**src/hw/fault_shutdown_pkg.sv**
```systemverilog
/*
  Constants for the fault detection and shutdown block: APB register
  offsets, bit positions of the control and status register, reset values.
  Assumes an APB slave with 32-bit data and byte-wide registers in the low bits.
*/
package fault_shutdown_pkg;

  localparam logic [7:0] off_control_status = 8'h00;
  localparam logic [7:0] off_input_enable = 8'h04;
  localparam logic [7:0] off_input_latch = 8'h08;
  localparam logic [7:0] off_pin_enable = 8'h0c;
  localparam logic [7:0] off_pin_direction = 8'h10;
  localparam logic [7:0] off_pin_value = 8'h14;

  localparam int bit_fault_flag = 7;
  localparam int bit_fault_irq_enable = 6;
  localparam int bit_block_enable = 5;
  localparam int bit_force_fault = 0;

  localparam logic [7:0] reset_byte = 8'h00;
  localparam int sync_stages = 2;

endpackage

```
**src/hw/fault_detect_shutdown.sv**
```systemverilog
/*
  Fault detection and shutdown block with APB register access.
  Assumes fault request lines are levels; the external pin and the debug
  mode indicator are asynchronous and are synchronised here.
*/
// How it works
// - Eight fault inputs and eight pin channels, each configured on its own.
// - Inputs 0..7: keyboard, comp0, comp1, timer0, timer1, pwt ready, pin, debug.
// - Outputs 0..3 port C, 4..5 port B, 6..7 port A timer pins.
// - The block detects faults and overrides pins only while its enable bit is set; the interrupt request follows the flag.
// - Each input has its own enable; only enabled inputs record faults.
// - A fault on an enabled input latches its bit and sets the flag.
// - Interrupt enable gates the fault flag onto the interrupt request.
// - Writing one to force fault makes a software fault.
// - Pin with function enable clear stays in bypass.
// - Enabled pin under fault is forced to its preset state.
// - Direction bit picks driven level or high impedance during fault.
// - Value bit gives the driven level during fault.
// - Pins release only after source gone and flag cleared.
// - Shutdown follows a fault in the same clock; pin and debug inputs first take two sync clocks.
// - Any fault shuts down every configured pin at once.
`timescale 1ns/1ps
module fault_detect_shutdown
  import fault_shutdown_pkg::*;
(
  input wire logic clock,
  input wire logic nrst,
  input wire logic psel,
  input wire logic penable,
  input wire logic pwrite,
  input wire logic [7:0] paddr,
  input wire logic [31:0] pwdata,
  input wire logic [3:0] pstrb,
  output logic [31:0] prdata,
  output logic pready,
  output logic pslverr,
  input wire logic keyboard_interrupt,
  input wire logic comparator0_interrupt,
  input wire logic comparator1_interrupt,
  input wire logic modulo_timer0_interrupt,
  input wire logic modulo_timer1_interrupt,
  input wire logic pulse_width_timer_ready,
  input wire logic external_fault_pin,
  input wire logic debug_mode_active,
  input wire logic [3:0] port_c_normal,
  input wire logic [3:0] port_c_normal_oe_n,
  input wire logic [1:0] port_b_normal,
  input wire logic [1:0] port_b_normal_oe_n,
  input wire logic [1:0] port_a_normal,
  input wire logic [1:0] port_a_normal_oe_n,
  output logic [3:0] port_c_out,
  output logic [3:0] port_c_oe_n,
  output logic [1:0] port_b_out,
  output logic [1:0] port_b_oe_n,
  output logic [1:0] port_a_out,
  output logic [1:0] port_a_oe_n,
  output logic fault_irq
);

  // ****************************************************************
  // Input gathering and synchronisers
  // ****************************************************************
  logic [1:0] async_meta_q;
  logic [1:0] async_sync_q;
  logic [7:0] fault_input_channel;

  always_ff @(posedge clock or negedge nrst) begin
    if (!nrst) begin
      async_meta_q <= 2'h0;
      async_sync_q <= 2'h0;
    end else begin
      async_meta_q <= {debug_mode_active, external_fault_pin};
      async_sync_q <= async_meta_q;
    end
  end

  assign fault_input_channel = {async_sync_q[1], async_sync_q[0], pulse_width_timer_ready,
                                modulo_timer1_interrupt, modulo_timer0_interrupt,
                                comparator1_interrupt, comparator0_interrupt,
                                keyboard_interrupt};

  // ****************************************************************
  // Register bus
  // ****************************************************************
  logic [7:0] fault_input_enable_q;
  logic [7:0] fault_input_latch_q;
  logic [7:0] fault_input_latch_d;
  logic [7:0] pin_function_enable_q;
  logic [7:0] pin_direction_q;
  logic [7:0] pin_value_q;
  logic fault_flag_q;
  logic fault_flag_d;
  logic fault_irq_enable_q;
  logic block_enable_q;
  logic force_fault_q;
  logic wr_access;
  logic wr_lane0;
  logic addr_mapped;
  logic wr_cs;
  logic flag_clear;
  logic [7:0] cs_read;
  logic [7:0] read_byte;

  function automatic logic hit(input logic [7:0] a, input logic [7:0] off);
    hit = (a == off);
  endfunction

  assign pready = 1'b1;
  assign wr_access = psel && penable && pwrite;
  assign wr_lane0 = wr_access && pstrb[0];
  assign addr_mapped = hit(paddr, off_control_status) || hit(paddr, off_input_enable) ||
                       hit(paddr, off_input_latch) || hit(paddr, off_pin_enable) ||
                       hit(paddr, off_pin_direction) || hit(paddr, off_pin_value);
  assign pslverr = psel && penable && !addr_mapped;
  assign wr_cs = wr_lane0 && hit(paddr, off_control_status);
  assign flag_clear = wr_cs && !pwdata[bit_fault_flag];
  assign cs_read = {fault_flag_q, fault_irq_enable_q, block_enable_q, 5'h00};
  assign read_byte = hit(paddr, off_control_status) ? cs_read :
                     hit(paddr, off_input_enable) ? fault_input_enable_q :
                     hit(paddr, off_input_latch) ? fault_input_latch_q :
                     hit(paddr, off_pin_enable) ? pin_function_enable_q :
                     hit(paddr, off_pin_direction) ? pin_direction_q :
                     hit(paddr, off_pin_value) ? pin_value_q : 8'h00;

  always_ff @(posedge clock or negedge nrst) begin
    if (!nrst) begin
      prdata <= 32'h00000000;
    end else if (psel && !penable && !pwrite) begin
      prdata <= {24'h000000, read_byte};
    end
  end

  // Configuration registers, all clear after reset
  always_ff @(posedge clock or negedge nrst) begin
    if (!nrst) begin
      fault_input_enable_q <= reset_byte;
      pin_function_enable_q <= reset_byte;
      pin_direction_q <= reset_byte;
      pin_value_q <= reset_byte;
      fault_irq_enable_q <= 1'b0;
      block_enable_q <= 1'b0;
    end else if (wr_lane0) begin
      if (hit(paddr, off_input_enable)) fault_input_enable_q <= pwdata[7:0];
      if (hit(paddr, off_pin_enable)) pin_function_enable_q <= pwdata[7:0];
      if (hit(paddr, off_pin_direction)) pin_direction_q <= pwdata[7:0];
      if (hit(paddr, off_pin_value)) pin_value_q <= pwdata[7:0];
      if (hit(paddr, off_control_status)) begin
        fault_irq_enable_q <= pwdata[bit_fault_irq_enable];
        block_enable_q <= pwdata[bit_block_enable];
      end
    end
  end

  // ****************************************************************
  // Fault detection
  // ****************************************************************
  logic [7:0] enabled_faults;
  logic fault_now;
  logic fault_active;
  logic sw_fault;

  // Software fault persists as a source until the flag is cleared
  always_ff @(posedge clock or negedge nrst) begin
    if (!nrst) begin
      force_fault_q <= 1'b0;
    end else if (wr_cs && pwdata[bit_force_fault] && pwdata[bit_block_enable] &&
                 block_enable_q) begin
      force_fault_q <= 1'b1;
    end else if (flag_clear) begin
      force_fault_q <= 1'b0;
    end
  end

  assign enabled_faults = block_enable_q ? (fault_input_channel & fault_input_enable_q) :
                          8'h00;
  assign sw_fault = block_enable_q && force_fault_q;
  assign fault_now = (|enabled_faults) || sw_fault;

  // Set wins over clear; a still-present source re-sets at once
  assign fault_input_latch_d = enabled_faults | (flag_clear ? 8'h00 : fault_input_latch_q);
  // A clear also retires the software fault, so it must not re-set the flag
  assign fault_flag_d = (|enabled_faults) || (sw_fault && !flag_clear) ||
                        (fault_flag_q && !flag_clear);

  always_ff @(posedge clock or negedge nrst) begin
    if (!nrst) begin
      fault_input_latch_q <= reset_byte;
      fault_flag_q <= 1'b0;
    end else begin
      fault_input_latch_q <= fault_input_latch_d;
      fault_flag_q <= fault_flag_d;
    end
  end

  assign fault_irq = fault_flag_q && fault_irq_enable_q;

  // ****************************************************************
  // Pin override
  // ****************************************************************
  // Shutdown is held by the flag, or instantly by a present source
  assign fault_active = block_enable_q && (fault_flag_q || fault_now);
  logic [7:0] normal_out;
  logic [7:0] normal_oe_n;
  logic [7:0] override_output_channel;
  logic [7:0] override_oe_n;

  assign normal_out = {port_a_normal, port_b_normal, port_c_normal};
  assign normal_oe_n = {port_a_normal_oe_n, port_b_normal_oe_n, port_c_normal_oe_n};

  genvar i;
  generate
    for (i = 0; i < 8; i++) begin : g_pin
      wire forced = fault_active && pin_function_enable_q[i];
      assign override_output_channel[i] = forced ? pin_value_q[i] : normal_out[i];
      assign override_oe_n[i] = forced ? !pin_direction_q[i] : normal_oe_n[i];
    end
  endgenerate

  assign port_c_out = override_output_channel[3:0];
  assign port_c_oe_n = override_oe_n[3:0];
  assign port_b_out = override_output_channel[5:4];
  assign port_b_oe_n = override_oe_n[5:4];
  assign port_a_out = override_output_channel[7:6];
  assign port_a_oe_n = override_oe_n[7:6];
endmodule

```
**config.mk**
```make
export PLATFORM = sky130hd
export DESIGN_NAME = fault_detect_shutdown
export DESIGN_NICKNAME = d
export VERILOG_FILES = /design/src/hw/fault_shutdown_pkg.sv /design/src/hw/fault_detect_shutdown.sv
export SDC_FILE = /design/constraint.sdc
export NUM_CORES = 1
export LEC_CHECK = 0
export ABC_AREA = 1
export BUFFER_PORTS_ARGS = -buffer_cell sky130_fd_sc_hd__buf_2
export CORE_ASPECT_RATIO = 1.25
export CORE_MARGIN = 2
export CORE_UTILIZATION = 48
export CTS_CLUSTER_SIZE = 16
export DETAILED_ROUTE_END_ITERATION = 16
export GPL_TIMING_DRIVEN = 1
export PLACE_DENSITY = 0.79
export SYNTH_ARGS = -nofsm -noshare
export SYNTH_HDL_FRONTEND = slang
export SYNTH_SLANG_ARGS = --single-unit
```
**constraint.sdc**
```tcl
create_clock -name clock -period 1.89 [get_ports clock]
set_clock_uncertainty 0.05 [all_clocks]
set_input_delay 0.189 -clock clock [delete_from_list [all_inputs] [get_ports clock]]
set_output_delay 0.189 -clock clock [all_outputs]
set_load 0.02 [all_outputs]
```
==> results of run 1 <==
==> what timing repair did <==
item | 4_1_cts | 5_1_grt
hold buffers | 3 | 0
setup buffers | 10 | 5
hold endpoints to repair | 58 | 0
resized for setup | 33 | 46
setup endpoints to repair | 16 | 17
cloned | 0 | 1
pin swaps | 4 | 10
==> logic make-up after synthesis <==
kind of cell	share of synthesized area [%]
flip-flops	44.7
other	0.240
AND/OR/NAND/NOR	28.1
AO/OA/AOI/OAI	13.2
buffers and inverters	13.8
==> placed cells by master, fill, tap and decap left out, types with 2 or more instances in the layout <==
cell type / netlist / final
nand2_4: 2 / 5
nand2_2: 5 / 10
buf_2: 3 / 56
nor2_2: 1 / 8
nand3_4: 0 / 4
a21oi_1: 4 / 4
dfrtp_1: 56 / 55
o211ai_1: 6 / 6
buf_4: 25 / 22
o21bai_1: 2 / 2
o21ai_2: 8 / 11
nand2_1: 142 / 134
inv_2: 2 / 6
nand4_1: 3 / 3
o21ai_1: 3 / 3
nor3_1: 3 / 3
o21ai_0: 50 / 47
nor2_4: 2 / 4
dlygate4sd3_1: 0 / 3
buf_6: 6 / 14
nor2_1: 34 / 25
buf_12: 0 / 2
nand3_2: 0 / 5
nand3_1: 18 / 9
conb_1: 2 / 25
inv_1: 40 / 36
clkbuf_8: 0 / 7
==> cell type report <==
| cell class | count | share of cell area, % |
|---|---|---|
| repair buffers | 99 | 17.6 |
| flip-flops and latches | 56 | 34.6 |
| clock buffers | 7 | 2.38 |
| inverters | 43 | 3.98 |
| multi-input cells | 310 | 38.1 |
| well taps | 85 | 2.62 |
| clock inverters | 1 | 0.741 |
==> power groups by stage <==
| stage | sequential [mW] | combinational, mW | clock, mW |
|---|---|---|---|
| 5_1_grt | 1.22 | 0.338 | 0.901 |
| 3_5_place_dp | 1.25 | 0.270 | 0 |
| 6_report | 1.22 | 0.310 | 0.858 |
| 4_1_cts | 1.22 | 0.289 | 0.866 |
| 3_3_place_gp | 1.24 | 0.265 | 0 |
| 2_1_floorplan | 1.25 | 0.179 | 0 |
==> flip-flops by register name (all words and copies together) (netlist names), 2 cells and up <==
name                   flops
pin_function_enable_q      8
async_sync_q               2
pin_direction_q            8
fault_input_enable_q       8
prdata                     8
async_meta_q               2
fault_input_latch_q        8
pin_value_q                8
==> stage by stage <==
stage	cell area [um^2]	utilization [%]	hold WS (ns)	TNS [ns]
5_1_grt	4050	64.9	0.105	-4.58
6_report	4050	64.9	0.0884	-3.08
3_3_place_gp	3510	56.3	-0.0440	0
3_5_place_dp	3510	56.3	-0.0402	-0.277
2_1_floorplan	3220	-	-0.157	0
4_1_cts	3840	61.5	0.0788	-2.87
==> worst paths after layout <==
kind | slack [ns] | from | to | depth (start not counted)
setup / recovery | -0.25 | block_enable_q$_DFFE_PN0N_ | port_c_oe_n[2] | 10
hold / removal | 0.09 | keyboard_interrupt | fault_input_latch_q[0]$_DFF_PN0_ | 3
setup reg to reg | 0.06 | block_enable_q$_DFFE_PN0N_ | fault_flag_q$_DFF_PN0_ | 12
hold reg to reg | 0.31 | async_meta_q[1]$_DFF_PN0_ | async_sync_q[1]$_DFF_PN0_ | 0
max in group asynchronous | 1.13 | nrst | block_enable_q$_DFFE_PN0N_ | 3
min in group asynchronous | 0.15 | nrst | pin_direction_q[1]$_DFFE_PN0P_ | 2
==> per-layer routing <==
metal / wire length [um] / share of wire [%]
met5: 0 / 0
met4: 390 / 4.4
met3: 567 / 6.4
met2: 4620 / 52
met1: 3290 / 37
==> worst min-delay path, cell delays in order <==
cell and delay, ns:
buf_2 0.11, nand3_2 0.07, nand2_1 0.05
==> out/results.tsv, run 1 <==
stage	metric	value	unit
pwr	combPwrFrac	13.0	%
critical_path	worstPathCellList	buf_8 -> nand3_4 -> nand2_4 -> nor2_4 -> nand3_2 -> nand2_4 -> clkbuf_16 -> o21ai_0 -> nand2_1 -> buf_6	
route	drc	0	
sta	fmax	467	MHz
clock_network	root_buffer	clkbuf_8	
clock_network	cts_max_level	2	
grt	grtUsageTotal	23.5	%
synthesis	yosysTopAreaCellShare	44.7	%
critical_path	cp.required	1.65	ns
run_status	outcome	complete, but fails checks	
pwr	total_leakage_power	2.12	nW
grt	antenna_found_initial	0	
grt	grt_pass1_wl	13200	um
pwr	power_density	590	mW/mm^2
critical_path	crit_arrival	1.90	ns
grt	gr-total-overflow	0	
floorplanning	die-area	0.00720	mm^2
pwr	clkPwrFrac	35.9	%
critical_path	crit_top_cell	nand2_4	
clock_network	cts_sinks	56	
critical_path	slowest_delay	0.44	ns
pwr	ir_drop	0.000441	V
run_status	failed_checks	negative setup slack	
grt	busiest_layer	met2	
route	via_count	3153	
place	port_buffers	71	
sta	hold_violations	0	
route	drtIter0Drc	229	
pwr	internal_power	1.79	mW
layout	diodes	0	
synthesis	ys.flop_type	dfrtp_1	
synthesis	syn_inst	420	
synthesis	yosysSeqAreaShare	44.7	%
layout	multi_input_area	0.00154	mm^2
sta	min_period_over_period	113	%
pwr	power	2.39	mW
critical_path	path_buf_inv	3	
clock_network	clk_pin_slew	0.09	ns
place	dp_hpwl	5780	um
synthesis	synth_area_leaders	dfrtp_1 45%, nand2_1 17%, o21ai_0 8.0%, buf_4 6.0%, inv_1 4.8%	
synthesis	yosysUniqueCellTypes	25	
pwr	swShare	25.1	%
layout	fin_nets	588	
pwr	p_sw	0.601	mW
synthesis	synth_common_cells	142 x nand2_1, 56 x dfrtp_1, 50 x o21ai_0	
synthesis	synth.ff_latch_count	56	
floorplanning	die_h	94.4	um
route	post_drt_wl_per_cell	14.8	um
synthesis	async_reset_ff_share	100	%
floorplanning	core_area	0.00625	mm^2
grt	grt_use_met2	41.2	%
floorplanning	rows	32	
layout	regArea	0.00140	mm^2
place	place_ws	-0.0846	ns
route	drt_pass1_iterations	5	
floorplanning	start_util	50.2	%
critical_path	critical_path_class	reg2out	
grt	grt_util_met3	3.82	%
critical_path	worstPathMaxFanout	7	
route	via_per_inst	5.25	
synthesis	yosysTopAreaCell	dfrtp_1	
synthesis	synth_edf_count	0	
synthesis	synth.most_common_cell	nand2_1	
floorplanning	die_w	76.3	um
route	postRouteAntennaNets	0	
sta	slew_viol_final	0	
critical_path	end_kind	output pin	
clock_network	cts_buffers	5	
critical_path	cp-start-kind	flop	
critical_path	critPathSlowestCell	dfrtp_2	
critical_path	crit_family	simple AND/OR/NAND/NOR gates	
layout	area_growth	29.2	%
grt	met1_usage	27.9	%
layout	stdcell_count	601	
pwr	seq_power_share	51.1	%
layout	fillCellCount	509	
route	routed_wl	8870	um
synthesis	yosysWarnings	0	
place	routabilityCongestion	0.868	
grt	grt_pass1_vias	2807	
clock_network	clockBufferDepth	2	
sta	period_needed	2.14	ns
layout	drive_gt1_share	30.8	%
sta	worst_slack	-0.251	ns
grt	grt_max_degree	54	
place	dp.cells	575	
synthesis	syn_avg_cell_area	7.47	um^2
sta	rsz0062_at_grt	yes	
clock_network	cts_tree	built	
synthesis	syn_area	0.00314	mm^2
clock_network	worst_skew_pair.late_latency	0.32	ns
min_path	hold_path_class	in2reg	
sta	setup_viol	16	
floorplanning	ios	124	
flow_run	cap_violations	0	
Power figures use the tool's default switching activity.
==> run 2, diff against run 1 <==
clock period = 2.6 ns   (was 1.89 ns; I/O delays follow)
==> run 2 against run 1 <==
Net effect:
- the run now ends clean
- core utilization decreased by 8.3 points
- cell area decreased by 13%
- largest power group unchanged
- clock power decreased by 43%
- combinational power decreased by 38%
- critical endpoint is now port_a_oe_n[1]
- critical path type unchanged
- via count decreased by 8.3%
- global-route usage decreased by 1.1 points
- die area unchanged
- sequential share of layout area increased by 5.1 points
==> out/results.tsv, run 2 (synthesis results as in run 1) <==
stage	metric	value	unit	change
layout	diodes	0		unchanged
clock_network	clockBufferDepth	2		unchanged
floorplanning	die_w	76.3	um	unchanged
critical_path	critical_path_class	reg2out		
layout	drive_gt1_share	20.6	%	-10 points
floorplanning	ios	124		unchanged
layout	fin_nets	563		-4.3%
critical_path	cp.required	2.29	ns	+0.64 ns
critical_path	crit_arrival	2.03	ns	+0.13 ns
grt	grt_max_degree	57		+5.6%
sta	finalSetupTns	0	ns	+3.08 ns
route	wl_met2	3770	um	-19%
clock_network	cts_buffers	5		unchanged
floorplanning	die_h	94.4	um	unchanged
layout	layout_common_cells	142 x nand2_1, 71 x buf_2, 55 x dfrtp_1, 50 x o21ai_0, 40 x inv_1		
sta	tightest_slew	0.696	ns	
floorplanning	core_area	0.00625	mm^2	unchanged
sta	min_period_over_period	89.9	%	
route	drtIter0Drc	179		-22%
sta	max_slew_margin	53.6	%	
pwr	power	1.57	mW	-35%
critical_path	critPathSlowestCell	dfrtp_2		
clock_network	cts_setup_buffers	0		-10
pwr	total_leakage_power	1.93	nW	-9.4%
run_status	outcome	completed		
grt	antenna_found_initial	0		unchanged
route	via_per_inst	5.02		-4.4%
sta	fmax	428	MHz	
clock_network	worst_skew_pair.late_latency	0.31	ns	about the same
critical_path	worstPathCellList	nand3_1 -> nand2_1 -> nor2_1 -> nand3_1 -> nand2_2 -> nor2_1 -> inv_1 -> nand2_1 -> o21ai_0 -> buf_2		
floorplanning	rows	32		unchanged
sta	slew_viol_final	0		unchanged
route	drc	0		unchanged
critical_path	worstPathMaxFanout	16		+9
sta	setup_viol	0		-16
route	met1Wirelength	3100	um	-5.6%
route	via_count	2890		-8.3%
critical_path	end_kind	output pin		
route	wl_met3	404	um	-29%
route	highest_layer	met4		
pwr	ir_drop	0.000311	V	-29%
place	port_buffers	71		unchanged
critical_path	cp-start-kind	flop		
clock_network	cts_sinks	56		unchanged
floorplanning	start_util	50.2	%	unchanged
grt	grt_pass1_wl	12800	um	-3.5%
sta	rsz0062_at_grt	no		
clock_network	cts_max_level	2		unchanged
grt	grtUsageTotal	22.3	%	-1.1 points
pwr	power_density	443	mW/mm^2	-25%
sta	period_needed	2.34	ns	
place	dp_hpwl	5690	um	-1.5%
route	postRouteAntennaNets	0		unchanged
critical_path	rr_startpoint	pin_function_enable_q[4]$_DFFE_PN0P_		
clock_network	clk_pin_slew	0.09	ns	about the same
layout	area_growth	12.8	%	
route	drt_pass1_iterations	4		-1
layout	fillCellCount	621		+22%
place	routabilityCongestion	0.850		-2.0%
min_path	hold_path_class	in2async		
clock_network	root_buffer	clkbuf_8		
critical_path	cp-startpoint	block_enable_q$_DFFE_PN0N_		
grt	grt_pass1_vias	2710		-3.5%
layout	final_common_cell	nand2_1		
floorplanning	die-area	0.00720	mm^2	unchanged
flow_run	cap_violations	0		unchanged
sta	hold_violations	0		unchanged
critical_path	slowest_delay	0.51	ns	+0.07 ns
grt	gr-total-overflow	0		unchanged
route	routed_wl	7540	um	-15%
clock_network	cts_tree	built		
route	post_drt_wl_per_cell	13.1	um	-11%
-- run 2: cell type report --
cell class	instances	area, um^2	area share (%)
Timing Repair Buffer	74	383	10.8
Multi-Input combinational cell	310	1390	39.3
Inverter	43	161	4.56
Sequential cell	56	1400	39.7
Clock inverter	1	7.51	0.212
Clock buffer	7	86.3	2.44
Tap cell	85	106	3.01
-- run 2: critical path, delay by kind of cell (launching register included) --
family          cells  cell delay, ns
compound gates      1            0.06
simple gates        7            0.86
buf+inv             2            0.29
flops               1            0.51
-- run 2: where the power goes --
part / switching [mW] / internal, mW
logic: 0.134 / 0.0578
clock network: 0.269 / 0.217
registers: 0.00648 / 0.882
total: 0.409 / 1.16
-- run 2: worst paths after layout --
path / slack, ns / cells past startpoint / end
setup / recovery: 0.26 / 10 / port_a_oe_n[1]
hold / removal: 0.02 / 2 / pin_direction_q[1]$_DFFE_PN0P_
setup reg to reg: 1.44 / 8 / prdata[4]$_DFFE_PN0P_
hold reg to reg: 0.30 / 0 / async_sync_q[1]$_DFF_PN0_
max in group asynchronous: 1.97 / 2 / block_enable_q$_DFFE_PN0N_
min in group clock: 0.17 / 3 / force_fault_q$_DFFE_PN0P_
-- run 2: metal layers --
layer  global-route usage, %  vias up
li1                        -     1412
met1                    27.7     1337
met2                    38.6      120
met3                    2.87       21
met4                    11.7        0
met5                       0        -
-- run 2: stage by stage --
step	cells	hold slack (ns)	util, %	setup WS, ns	area [um^2]
2_1_floorplan	443	-0.0856	-	0.761	3220
3_3_place_gp	566	0.284	54.8	0.518	3420
3_5_place_dp	566	0.285	54.8	0.491	3420
4_1_cts	575	0.000783	56.4	0.143	3520
5_1_grt	576	0.0866	56.6	0.0142	3540
6_report	576	0.0233	56.6	0.261	3540
-- run 2: repair_timing --
| item | 4_1_cts | 5_1_grt |
|---|---|---|
| endpoints found under the setup margin | 0 | 10 |
| endpoints found under the hold margin | 1 | 1 |
| gates resized for setup | 0 | 1 |
| hold buffers | 1 | 1 |
